## src/tic_cfg.svh

```systemverilog
/*
 * constants of the timer interrupt controller: register offset, bit
 * positions, reset value, vectors and stack depth.
 * assumes it is included once per compilation unit by its bare name.
 */
// Function
// - clear global enable when service begins
// - blocked requests still latch and stay pending
// - full stack withholds acknowledge, request stays pending
// - each timer request can wake from halt
// - acknowledge pushes only program counter, then vectors
// - timer 0 overflow sets flag bit 5
// - timer 0 service: call 08h, clear flag, enable
// - timer 1 same; enable bit 3, flag bit 6
// - return_from_isr sets enable; plain return does not
// - requests acknowledged at next phase-two edge
// - timer 0 wins over timer 1; vectors 08h/0ch
// - control register lives at data address 0bh
// - flags hold until serviced or software clears
// - service needs global and individual enable
// - global enable bit 0; bits 1,4,7 read zero
// - timer 0 enable at bit 2
`ifndef TIC_CFG_SVH
`define TIC_CFG_SVH

// =====================================================================
// register map
`define TIC_CTRL_ADDR 8'h0b
`define TIC_CTRL_RESET 8'h00
`define TIC_BIT_GIE 0
`define TIC_BIT_T0_EN 2
`define TIC_BIT_T1_EN 3
`define TIC_BIT_T0_REQ 5
`define TIC_BIT_T1_REQ 6
`define TIC_CTRL_USED_MASK 8'h6d

// =====================================================================
// vectors and stack
`define TIC_VEC_T0 16'h0008
`define TIC_VEC_T1 16'h000c
`define TIC_STACK_DEPTH 8

`endif

```

## src/tic_pkg.sv

```systemverilog
/*
 * types of the timer interrupt controller.
 * assumes nothing beyond a SystemVerilog compiler.
 */
package tic_pkg;

    typedef enum logic [1:0] {
        TIC_SRC_NONE,
        TIC_SRC_T0,
        TIC_SRC_T1
    } tic_src_t;

endpackage : tic_pkg

```

## src/tic_ctrl.sv

```systemverilog
/*
 * timer interrupt controller: control register at data address 0bh,
 * request latching, arbitration, vectoring, return handling and wake.
 * assumes a cpu sequencer that presents data-memory accesses for one
 * cycle, pulses the phase-two strobe once per machine cycle, performs the
 * pc push / branch on o_ack, and reports each call push and each pop; the ack push is counted here.
 * limitation: the stack counter trusts those reports; a push while full
 * saturates silently instead of flagging an overflow.
 */
`include "tic_cfg.svh"

module tic_ctrl #(
    parameter int STACK_DEPTH = `TIC_STACK_DEPTH
) (
    input wire logic i_clk,
    input wire logic i_sys_rst,
    // data memory access to the control register
    input wire logic [7:0] i_mem_addr,
    input wire logic i_mem_wr,
    input wire logic [7:0] i_mem_wdata,
    output logic [7:0] o_mem_rdata,
    // timer overflow pulses
    input wire logic i_t0_ovf,
    input wire logic i_t1_ovf,
    // cpu sequencer
    input wire logic i_phase_two,
    input wire logic i_call_push,
    input wire logic i_ret_pop,
    input wire logic i_ret_isr,
    input wire logic i_halted,
    output logic o_ack,
    output logic [15:0] o_vector,
    output logic o_push_pc,
    output logic o_wake,
    output logic [$clog2(STACK_DEPTH+1)-1:0] o_stack_level
);

    // =================================================================
    // helpers
    // reset image taken apart per field, so one constant governs all
    // five fields and a new reset value cannot leave one behind
    localparam logic [7:0] CTRL_RESET = `TIC_CTRL_RESET;

    // one decode serves the write strobe and the read-back mux, so the
    // two can never disagree about where the register sits
    function automatic logic is_ctrl_addr(input logic [7:0] addr);
        return addr == `TIC_CTRL_ADDR;
    endfunction : is_ctrl_addr

    // branch target of a winning source; none keeps a harmless zero
    function automatic logic [15:0] src_vector(
        input tic_pkg::tic_src_t src
    );
        logic [15:0] vec;
        vec = 16'h0000;
        unique case (src)
            tic_pkg::TIC_SRC_T0: vec = `TIC_VEC_T0;
            tic_pkg::TIC_SRC_T1: vec = `TIC_VEC_T1;
            default: vec = 16'h0000;
        endcase
        return vec;
    endfunction : src_vector

    // register image as software sees it; the used-bit mask keeps the
    // spare positions at zero even if a field is ever moved
    function automatic logic [7:0] ctrl_image(
        input logic g,
        input logic e0,
        input logic e1,
        input logic r0,
        input logic r1
    );
        logic [7:0] img;
        img = 8'h00;
        img[`TIC_BIT_GIE] = g;
        img[`TIC_BIT_T0_EN] = e0;
        img[`TIC_BIT_T1_EN] = e1;
        img[`TIC_BIT_T0_REQ] = r0;
        img[`TIC_BIT_T1_REQ] = r1;
        return img & `TIC_CTRL_USED_MASK;
    endfunction : ctrl_image

    // =================================================================
    // stack occupancy
    logic stack_full;
    logic ack_q;
    // an acknowledge counts as a push one cycle late; the global enable
    // is already clear by then, so no second service can slip in while
    // the level is catching up

    tic_stack_level #(
        .DEPTH(STACK_DEPTH)
    ) u_stack (
        .i_clk(i_clk),
        .i_sys_rst(i_sys_rst),
        .i_push(i_call_push | ack_q),
        .i_pop(i_ret_pop | i_ret_isr),
        .o_level(o_stack_level),
        .o_full(stack_full)
    );

    // =================================================================
    // control register fields
    logic gie;
    logic t0_en;
    logic t1_en;
    logic t0_req;
    logic t1_req;
    logic ctrl_wr;
    tic_pkg::tic_src_t next_src;

    assign ctrl_wr = i_mem_wr && is_ctrl_addr(i_mem_addr);

    // both enables needed; full stack holds off
    // fixed priority, timer 0 first
    // a blocked request never reaches next_src; its flag waits
    always_comb begin
        next_src = tic_pkg::TIC_SRC_NONE;
        if (gie && !stack_full) begin
            if (t0_req && t0_en) begin
                next_src = tic_pkg::TIC_SRC_T0;
            end else if (t1_req && t1_en) begin
                next_src = tic_pkg::TIC_SRC_T1;
            end
        end
    end

    // service is only taken on a phase-two strobe
    logic take;
    assign take = i_phase_two && (next_src != tic_pkg::TIC_SRC_NONE);
    // the strobe gates only the decision; flags keep latching between
    // strobes and the winner is picked from what stands at the strobe

    // enables: software writes them; service entry clears global
    // enable, return_from_isr sets it, plain return leaves it alone
    always_ff @(posedge i_clk) begin
        if (i_sys_rst) begin
            gie <= CTRL_RESET[`TIC_BIT_GIE];
            t0_en <= CTRL_RESET[`TIC_BIT_T0_EN];
            t1_en <= CTRL_RESET[`TIC_BIT_T1_EN];
        end else begin
            if (ctrl_wr) begin
                gie <= i_mem_wdata[`TIC_BIT_GIE];
                t0_en <= i_mem_wdata[`TIC_BIT_T0_EN];
                t1_en <= i_mem_wdata[`TIC_BIT_T1_EN];
            end
            if (i_ret_isr) begin
                gie <= 1'b1;
            end
            // entry wins over any same-cycle write so nesting stays off
            if (take) begin
                gie <= 1'b0;
            end
        end
    end

    // request flags: a software clear loses to a same-cycle overflow;
    // the overflow set comes last so it also beats a service clear
    always_ff @(posedge i_clk) begin
        if (i_sys_rst) begin
            t0_req <= CTRL_RESET[`TIC_BIT_T0_REQ];
            t1_req <= CTRL_RESET[`TIC_BIT_T1_REQ];
        end else begin
            if (ctrl_wr) begin
                t0_req <= i_mem_wdata[`TIC_BIT_T0_REQ];
                t1_req <= i_mem_wdata[`TIC_BIT_T1_REQ];
            end
            if (take && next_src == tic_pkg::TIC_SRC_T0) begin
                t0_req <= 1'b0;
            end
            if (take && next_src == tic_pkg::TIC_SRC_T1) begin
                t1_req <= 1'b0;
            end
            // latched even while blocked
            if (i_t0_ovf) begin
                t0_req <= 1'b1;
            end
            if (i_t1_ovf) begin
                t1_req <= 1'b1;
            end
        end
    end

    // =================================================================
    // acknowledge and vector
    always_ff @(posedge i_clk) begin
        if (i_sys_rst) begin
            ack_q <= 1'b0;
            o_vector <= 16'h0000;
        end else begin
            ack_q <= take;
            // held after the pulse so the sequencer may fetch it late
            if (take) begin
                o_vector <= src_vector(next_src);
            end
        end
    end

    assign o_ack = ack_q;
    // only the pc is pushed; status is the program's job
    assign o_push_pc = ack_q;

    // a flag already set before halt gives no wake, so a request that
    // software left pending does not wake it again on a repeat
    // wake on a new overflow while halted, whatever the enables
    always_ff @(posedge i_clk) begin
        if (i_sys_rst) begin
            o_wake <= 1'b0;
        end else begin
            o_wake <= i_halted && ((i_t0_ovf && !t0_req) ||
                (i_t1_ovf && !t1_req));
        end
    end

    // =================================================================
    // read-back; unused bits 1,4,7 read zero
    always_comb begin
        o_mem_rdata = 8'h00;
        if (is_ctrl_addr(i_mem_addr)) begin
            o_mem_rdata = ctrl_image(gie, t0_en, t1_en, t0_req, t1_req);
        end
    end

endmodule : tic_ctrl

```

## src/tic_stack_level.sv

```systemverilog
/*
 * call-stack occupancy counter for the interrupt controller.
 * assumes the cpu never pushes when full nor pops when empty.
 */
`include "tic_cfg.svh"

module tic_stack_level #(
    parameter int DEPTH = `TIC_STACK_DEPTH
) (
    input wire logic i_clk,
    input wire logic i_sys_rst,
    input wire logic i_push,
    input wire logic i_pop,
    output logic [$clog2(DEPTH+1)-1:0] o_level,
    output logic o_full
);

    localparam int LW = $clog2(DEPTH + 1);

    always_ff @(posedge i_clk) begin
        if (i_sys_rst) begin
            o_level <= '0;
        end else if (i_push && !i_pop && o_level != LW'(DEPTH)) begin
            o_level <= o_level + LW'(1);
        end else if (i_pop && !i_push && o_level != '0) begin
            o_level <= o_level - LW'(1);
        end
    end

    assign o_full = (o_level == LW'(DEPTH));

endmodule : tic_stack_level

```

## config.mk

```make
export PLATFORM = sky130hd
export DESIGN_NAME = tic_ctrl
export DESIGN_NICKNAME = d
export VERILOG_FILES = /design/src/tic_pkg.sv /design/src/tic_ctrl.sv /design/src/tic_stack_level.sv
export VERILOG_INCLUDE_DIRS = /design/src /design/src/src
export SDC_FILE = /design/constraint.sdc
export NUM_CORES = 1
export LEC_CHECK = 0
export BUFFER_PORTS_ARGS = -buffer_cell sky130_fd_sc_hd__buf_4
export CORE_AREA = 8 8 59 61
export CTS_BUF_LIST = sky130_fd_sc_hd__clkbuf_8 sky130_fd_sc_hd__clkbuf_16
export CTS_CLUSTER_DIAMETER = 30
export DETAILED_ROUTE_END_ITERATION = 16
export DIE_AREA = 0 0 67 69
export HOLD_SLACK_MARGIN = 0.15
export PLACE_DENSITY_LB_ADDON = 0.12
export SETUP_SLACK_MARGIN = 0.2
export SYNTH_ARGS = -nofsm -noshare
export SYNTH_HDL_FRONTEND = slang
export SYNTH_SLANG_ARGS = --single-unit
```

## constraint.sdc

```tcl
create_clock -name i_clk -period 2 [get_ports i_clk]
set_clock_uncertainty 0.05 [all_clocks]
set_input_delay 0.2 -clock i_clk [delete_from_list [all_inputs] [get_ports i_clk]]
set_output_delay 0.2 -clock i_clk [all_outputs]
set_load 0.05 [all_outputs]
```

==> out/results.tsv, run 1 <==
metric	value	unit
status	finished, final reports clean	
Synth-to-Final Area Change	43.9	%
Worst setup SP type	register	
Final #Nets	189	
Avg Synthesized Cell Area	8.29	sq um
fmax	552	MHz
crit-path most repeated cell	buf_4	
RSZ-0062 raised after global routing	yes	
vias per inst	4.52	
clock tree buffer depth	2	
leakage dissipation	0.646	nW
hold slack	0.175	ns
Seq pwr share	0.317	
total congestion overflow	0	
Hold EP	t1_en	
initial antenna violation count	0	
GRT Total Usage	0.0981	
Seq/Total Area, Yosys	0.280	
layout cell share with drive strength beyond 1	0.423	
Unique masters post-synth	35	
via count	846	
FF-to-FF Start	o_ack	
top-area cell type share of the netlist area	0.280	
final WL	2430	um
synthesized area	928	sq um
min-delay src	i_mem_wdata[3]	
Post-synth EDFFs	0	
Layout Cells excl Fill	187	
Syn. warnings	0	
Fin. Hold Viols	0	
number of iterations in the first detailed-routing pass	4	
sum of negative setup slack	0	ns
Die Span X	67	um
root buffer cell	clkbuf_8	
CTS tree	built	
Yosys reg bits	13	
Rows	19	
Clock Latency Late Sink	0.24	ns
die area	4620	sq um
Routed Antenna Nets	0	
Total Power	1.05	mW
fin. max-slew vios	0	
Combinational Power Share	0.461	
Setup crit end kind	register	
switching pwr	415	uW
cell chain of the critical path	o21ai_1 -> nand2b_4 -> buf_4 -> buf_4 -> fa_1 -> xnor2_1 -> a211oi_2	
clock share of power	0.221	
slowest stage delay, CP	0.38	ns
Hold Path Depth	3	
most frequent cells in the layout	buf_4, conb_1, nand2_1, dfxtp_1	
vias in the first global route	839	
P per Cell Area	783	nW/um^2
final worst-path cycle share	0.906	
reg-to-reg endpoint	u_stack.o_level[2]	
routability cong.	0.771	
Yosys top cell by area	dfxtp_1	
FF-to-FF path depth	7	
DP Wirelength	1930	um
most common cell after layout, fill and taps aside	buf_4	
TritonCTS Sinks	13	
H-Tree Level Count	1	
Switching Fraction	0.397	
Die H	69	um
CP top delay family	flip-flops	
largest net degree at the start of global routing	13	
share of synthesized registers carrying an async set or reset	0	
Max Cap Violations	0	
Core ar.	2620	sq um
initial drt markers	15	
peak fanout along the critical path	8	
Syn Inst Count	112	
number of buffers and inverters on the critical path	2	
port bufs	36	
Crit-path slowest cell	dfxtp_4	
final-layout fill cell count	259	
Worst-path clk slew	0.06	ns
global-route wire length before repair	3720	um
peak supply drop	0.504	mV
Worst EP arrival	1.92	ns
setup violators final	0	
ant diodes	0	
Num CTS Buffers	3	
# IOs	57	
Synth Flop Type	dfxtp_1	
Avg WL per Cell	13.0	um
crit path time final	1.81	ns
Data required, critical path	2.11	ns
worst hold path class	input pin to register	
Initial Util	0.355	
reg-to-reg slack, setup	0.19	ns
drt drc	0	
Worst Path Class, Setup	register to register	
DP Cell Count	176	
Synth area leaders	dfxtp_1, buf_4, ha_1, and2_1, nand2_1	
P_int	631	uW
stage by stage:
step	util	instance area [sq um]	worst slack [ns]
floorplan	-	1020	0.144
global placement	0.454	1190	0.0763
detailed placement	0.454	1190	0.0436
CTS	0.502	1310	0.201
global route	0.511	1340	0.0970
finish	0.511	1340	0.188
layer usage:
layer  track usage  up-vias  part of all wire  wire [um]
li1              -      437                 -          -
met1         0.111      377              0.40        971
met2         0.162       30              0.49       1190
met3        0.0355        2             0.098        239
met4        0.0349        0             0.011         27
met5             0        -                 0          0
area by class of cell:
type                            count  area, sq um  share of cell area
Multi-Input combinational cell     88          612               0.458
Inverter                            6         22.5              0.0169
Clock inverter                      1         5.00             0.00375
Clock buffer                        3         41.3              0.0309
Tap cell                           31         38.8              0.0290
Timing Repair Buffer               45          340               0.255
Sequential cell                    13          277               0.207
synth_stat cells (2+ instances only):
cell,number
buf_4,18
mux2i_1,3
a21oi_1,4
clkbuf_1,2
nor3_1,4
inv_1,6
and3_1,3
nor2_1,8
a211oi_1,2
nand2_1,9
ha_1,5
dfxtp_1,13
and2_1,7
o22ai_1,3
nand3_1,3
o21ai_0,3
logic make-up (layout without fill, tap and decap cells):
logic type | after synthesis | after routing | share of synthesized area
other | 1 | 17 | 0.00404
buffers and inverters | 27 | 55 | 0.190
flip-flops | 13 | 13 | 0.280
AO/OA/AOI/OAI | 16 | 16 | 0.116
AND/OR/NAND/NOR | 43 | 43 | 0.245
adder cells (fa/ha/maj) | 6 | 6 | 0.0889
XOR/XNOR | 2 | 2 | 0.0189
multiplexers | 4 | 4 | 0.0566
worst max-delay path by stage:
| stage | startpoint | to | slack, ns | depth (start not counted) |
|---|---|---|---|---|
| detailed placement | u_stack.o_level[2] | u_stack.o_level[3] | 0.04 | 8 |
| global route | o_ack | u_stack.o_level[2] | 0.1 | 7 |
| floorplan | u_stack.o_level[2] | u_stack.o_level[3] | 0.14 | 8 |
| global placement | u_stack.o_level[2] | u_stack.o_level[3] | 0.08 | 8 |
| finish | o_ack | u_stack.o_level[2] | 0.19 | 7 |
| CTS | u_stack.o_level[0] | u_stack.o_level[3] | 0.20 | 8 |
tightest hold or removal path, cell delays in order:
cell and delay, ns:
buf_4 0.11, nand3_1 0.05, a21oi_1 0.05
state kept, by name (all words and copies together), names as in the netlist:
signal and flops:
u_stack.o_level 4, o_vector 2, gie 1, o_ack 1, o_wake 1, t0_en 1
t0_req 1, t1_en 1, t1_req 1
power by group through the flow:
stage	Clock [mW]	Sequential, mW	Combinational (mW)
after CTS	0.244	0.330	0.463
after global routing	0.254	0.337	0.519
after floorplan	0	0.415	0.239
after global placement	0	0.344	0.386
final	0.231	0.332	0.483
after detailed placement	0	0.347	0.391
timing repair:
item,in CTS,in global routing
hold endpoints to repair,1,0
hold buffers,1,0
gates resized for setup,5,4
endpoints found under the setup margin,1,11
pin swaps,5,6
buffers inserted,6,0
(Power assumes the default switching activity.)
==> run 2: changes to the inputs <==
--- a/config.mk
+++ b/config.mk
@@ -7,11 +7,11 @@
 export NUM_CORES = 1
 export LEC_CHECK = 0
 export BUFFER_PORTS_ARGS = -buffer_cell sky130_fd_sc_hd__buf_4
-export CORE_AREA = 8 8 59 61
+export CORE_AREA = 8 8 57 59
 export CTS_BUF_LIST = sky130_fd_sc_hd__clkbuf_8 sky130_fd_sc_hd__clkbuf_16
 export CTS_CLUSTER_DIAMETER = 30
 export DETAILED_ROUTE_END_ITERATION = 16
-export DIE_AREA = 0 0 67 69
+export DIE_AREA = 0 0 65 67
 export HOLD_SLACK_MARGIN = 0.15
 export PLACE_DENSITY_LB_ADDON = 0.12
 export SETUP_SLACK_MARGIN = 0.2
==> constraint.sdc (replaced) <==
create_clock -name i_clk -period 1.67 [get_ports i_clk]
set_clock_uncertainty 0.05 [all_clocks]
set_input_delay 0.167 -clock i_clk [delete_from_list [all_inputs] [get_ports i_clk]]
set_output_delay 0.167 -clock i_clk [all_outputs]
set_load 0.05 [all_outputs]
==> out/results.tsv, run 2 (same netlist as run 1, synthesis figures left out) <==
metric	value	unit	change
Rows	18		-1
fin. max-slew vios	0		unchanged
initial drt markers	19		+4
Worst Slack Setup Final	-0.110	ns	-0.298 ns
peak supply drop	0.836	mV	+66%
Switching Fraction	0.391		-0.00501
Fin. Hold Viols	0		unchanged
# IOs	57		unchanged
Routed Antenna Nets	0		unchanged
Seq pwr share	0.290		-0.027
sum of negative setup slack	-0.411	ns	-0.411 ns
leakage dissipation	0.772	nW	+20%
final core occ	0.690		+0.179
clock tree buffer depth	2		unchanged
layout cell share with drive strength beyond 1	0.571		+0.148
largest net degree at the start of global routing	13		unchanged
Final #Nets	208		+10%
DP Wirelength	2240	um	+16%
routability cong.	0.801		+3.8%
final WL	2860	um	+18%
Initial Util	0.393		+0.0376
Data required, critical path	1.80	ns	-0.31 ns
RSZ-0062 raised after global routing	yes		
largest registers	u_stack.o_level (4), o_vector (2)		
slowest stage delay, CP	0.35	ns	-0.03 ns
drt drc	0		unchanged
initial antenna violation count	0		unchanged
global-route wire length before repair	4550	um	+22%
Die Span X	65	um	-3.0%
P_int	799	uW	+27%
CTS tree	built		
number of buffers and inverters on the critical path	0		-2
Worst setup SP type	register		
Synth-to-Final Area Change	75.9	%	
cell chain of the critical path	nor3_4 -> nand2_2 -> nand2b_4 -> ha_4 -> a21o_1 -> a21oi_2 -> mux4_2 -> nor2_2		
via count	966		+14%
CP top delay family	simple AND/OR/NAND/NOR gates		
Avg WL per Cell	14.0	um	+7.3%
die area	4360	sq um	-5.8%
crit path time final	1.78	ns	-0.0321 ns
switching pwr	514	uW	+24%
Num CTS Buffers	3		unchanged
number of iterations in the first detailed-routing pass	4		unchanged
status	finished, violations left		
total congestion overflow	0		unchanged
DP Cell Count	193		+9.7%
hold slack	0.158	ns	-0.0164 ns
Worst-path clk slew	0.05	ns	about the same
fmax	562	MHz	+1.8%
Clock Latency Late Sink	0.24	ns	about the same
final-layout fill cell count	197		-24%
Biggest register	u_stack.o_level		
final worst-path cycle share	1.07		+0.160
peak fanout along the critical path	2		-6
root buffer cell	clkbuf_8		
ant diodes	0		unchanged
Worst Path Class, Setup	register to register		
Combinational Power Share	0.504		+0.043
Worst EP arrival	1.91	ns	about the same
most common cell after layout, fill and taps aside	buf_4		
most frequent cells in the layout	buf_4, conb_1, nand2_1, dfxtp_1, and2_4		
worst hold path class	input pin to register		
P per Cell Area	805	nW/um^2	+2.8%
port bufs	36		unchanged
clock share of power	0.206		-0.015
max reg flops	4		unchanged
Max Cap Violations	0		unchanged
Die H	67	um	-2.9%
Setup crit end kind	register		
vias per inst	4.71		+4.2%
vias in the first global route	1015		+21%
GRT Total Usage	0.128		+0.0296
Layout Cells excl Fill	205		+9.6%
TritonCTS Sinks	13		unchanged
setup violators final	6		+6
H-Tree Level Count	1		unchanged
pre-CTS setup slack	-0.182	ns	-0.226 ns
failing checks	negative setup slack		
Core ar.	2360	sq um	-9.6%
Crit-path slowest cell	dfxtp_4		
## run 2: metal layers
layer | vias up | share of wire | global-route usage
met2 | 29 | 0.58 | 0.272
met4 | 0 | 0.0059 | 0.00272
met1 | 463 | 0.36 | 0.121
met3 | 2 | 0.055 | 0.0386
met5 | - | 0 | 0
li1 | 472 | - | -
## run 2: path summary, 6_finish.rpt
check                                   startpoint                  to  slack, ns  depth (start not counted)
worst min register to register         o_vector[2]         o_vector[2]       0.46                          2
worst max-delay path            u_stack.o_level[2]  u_stack.o_level[3]      -0.11                          8
worst min-delay path                i_mem_wdata[2]               t0_en       0.16                          3
worst max register to register  u_stack.o_level[2]  u_stack.o_level[3]      -0.11                          8
## run 2: area by class of cell
type	instances	area (sq um)	area share
multi-input combinational	88	719	0.441
clock inverter	1	3.75	0.00230
clock buffer	3	41.3	0.0253
tap	30	37.5	0.0230
timing repair buffer	64	529	0.324
sequential	13	277	0.169
inverter	6	25.0	0.0153
## run 2: power by group through the flow
stage | Sequential [mW] | Combinational (mW) | Clock, mW
floorplan | 0.498 | 0.294 | 0
global placement | 0.386 | 0.575 | 0
detailed placement | 0.387 | 0.587 | 0
CTS | 0.382 | 0.652 | 0.278
global route | 0.383 | 0.704 | 0.291
finish | 0.382 | 0.662 | 0.271
## run 2: what timing repair did
action	4_1_cts	5_1_grt
hold endpoints to repair	5	0
hold buffers	3	0
setup buffers	4	1
resized for setup	30	7
setup endpoints to repair	15	15
pin swaps	13	13
## run 2: worst reg2reg max path, delay by kind of cell (launching register included)
kind | cells | cell delay [ns]
AO/OA/AOI/OAI | 2 | 0.32
adder cells (fa/ha/maj) | 1 | 0.19
flip-flops | 1 | 0.35
multiplexers | 1 | 0.32
AND/OR/NAND/NOR | 4 | 0.50
## run 2: metrics by stage
step                      power, mW  instance area (sq um)
after floorplan               0.792                   1050
after global placement        0.961                   1350
after detailed placement      0.974                   1350
after CTS                      1.31                   1580
after global routing           1.38                   1630
final                          1.31                   1630
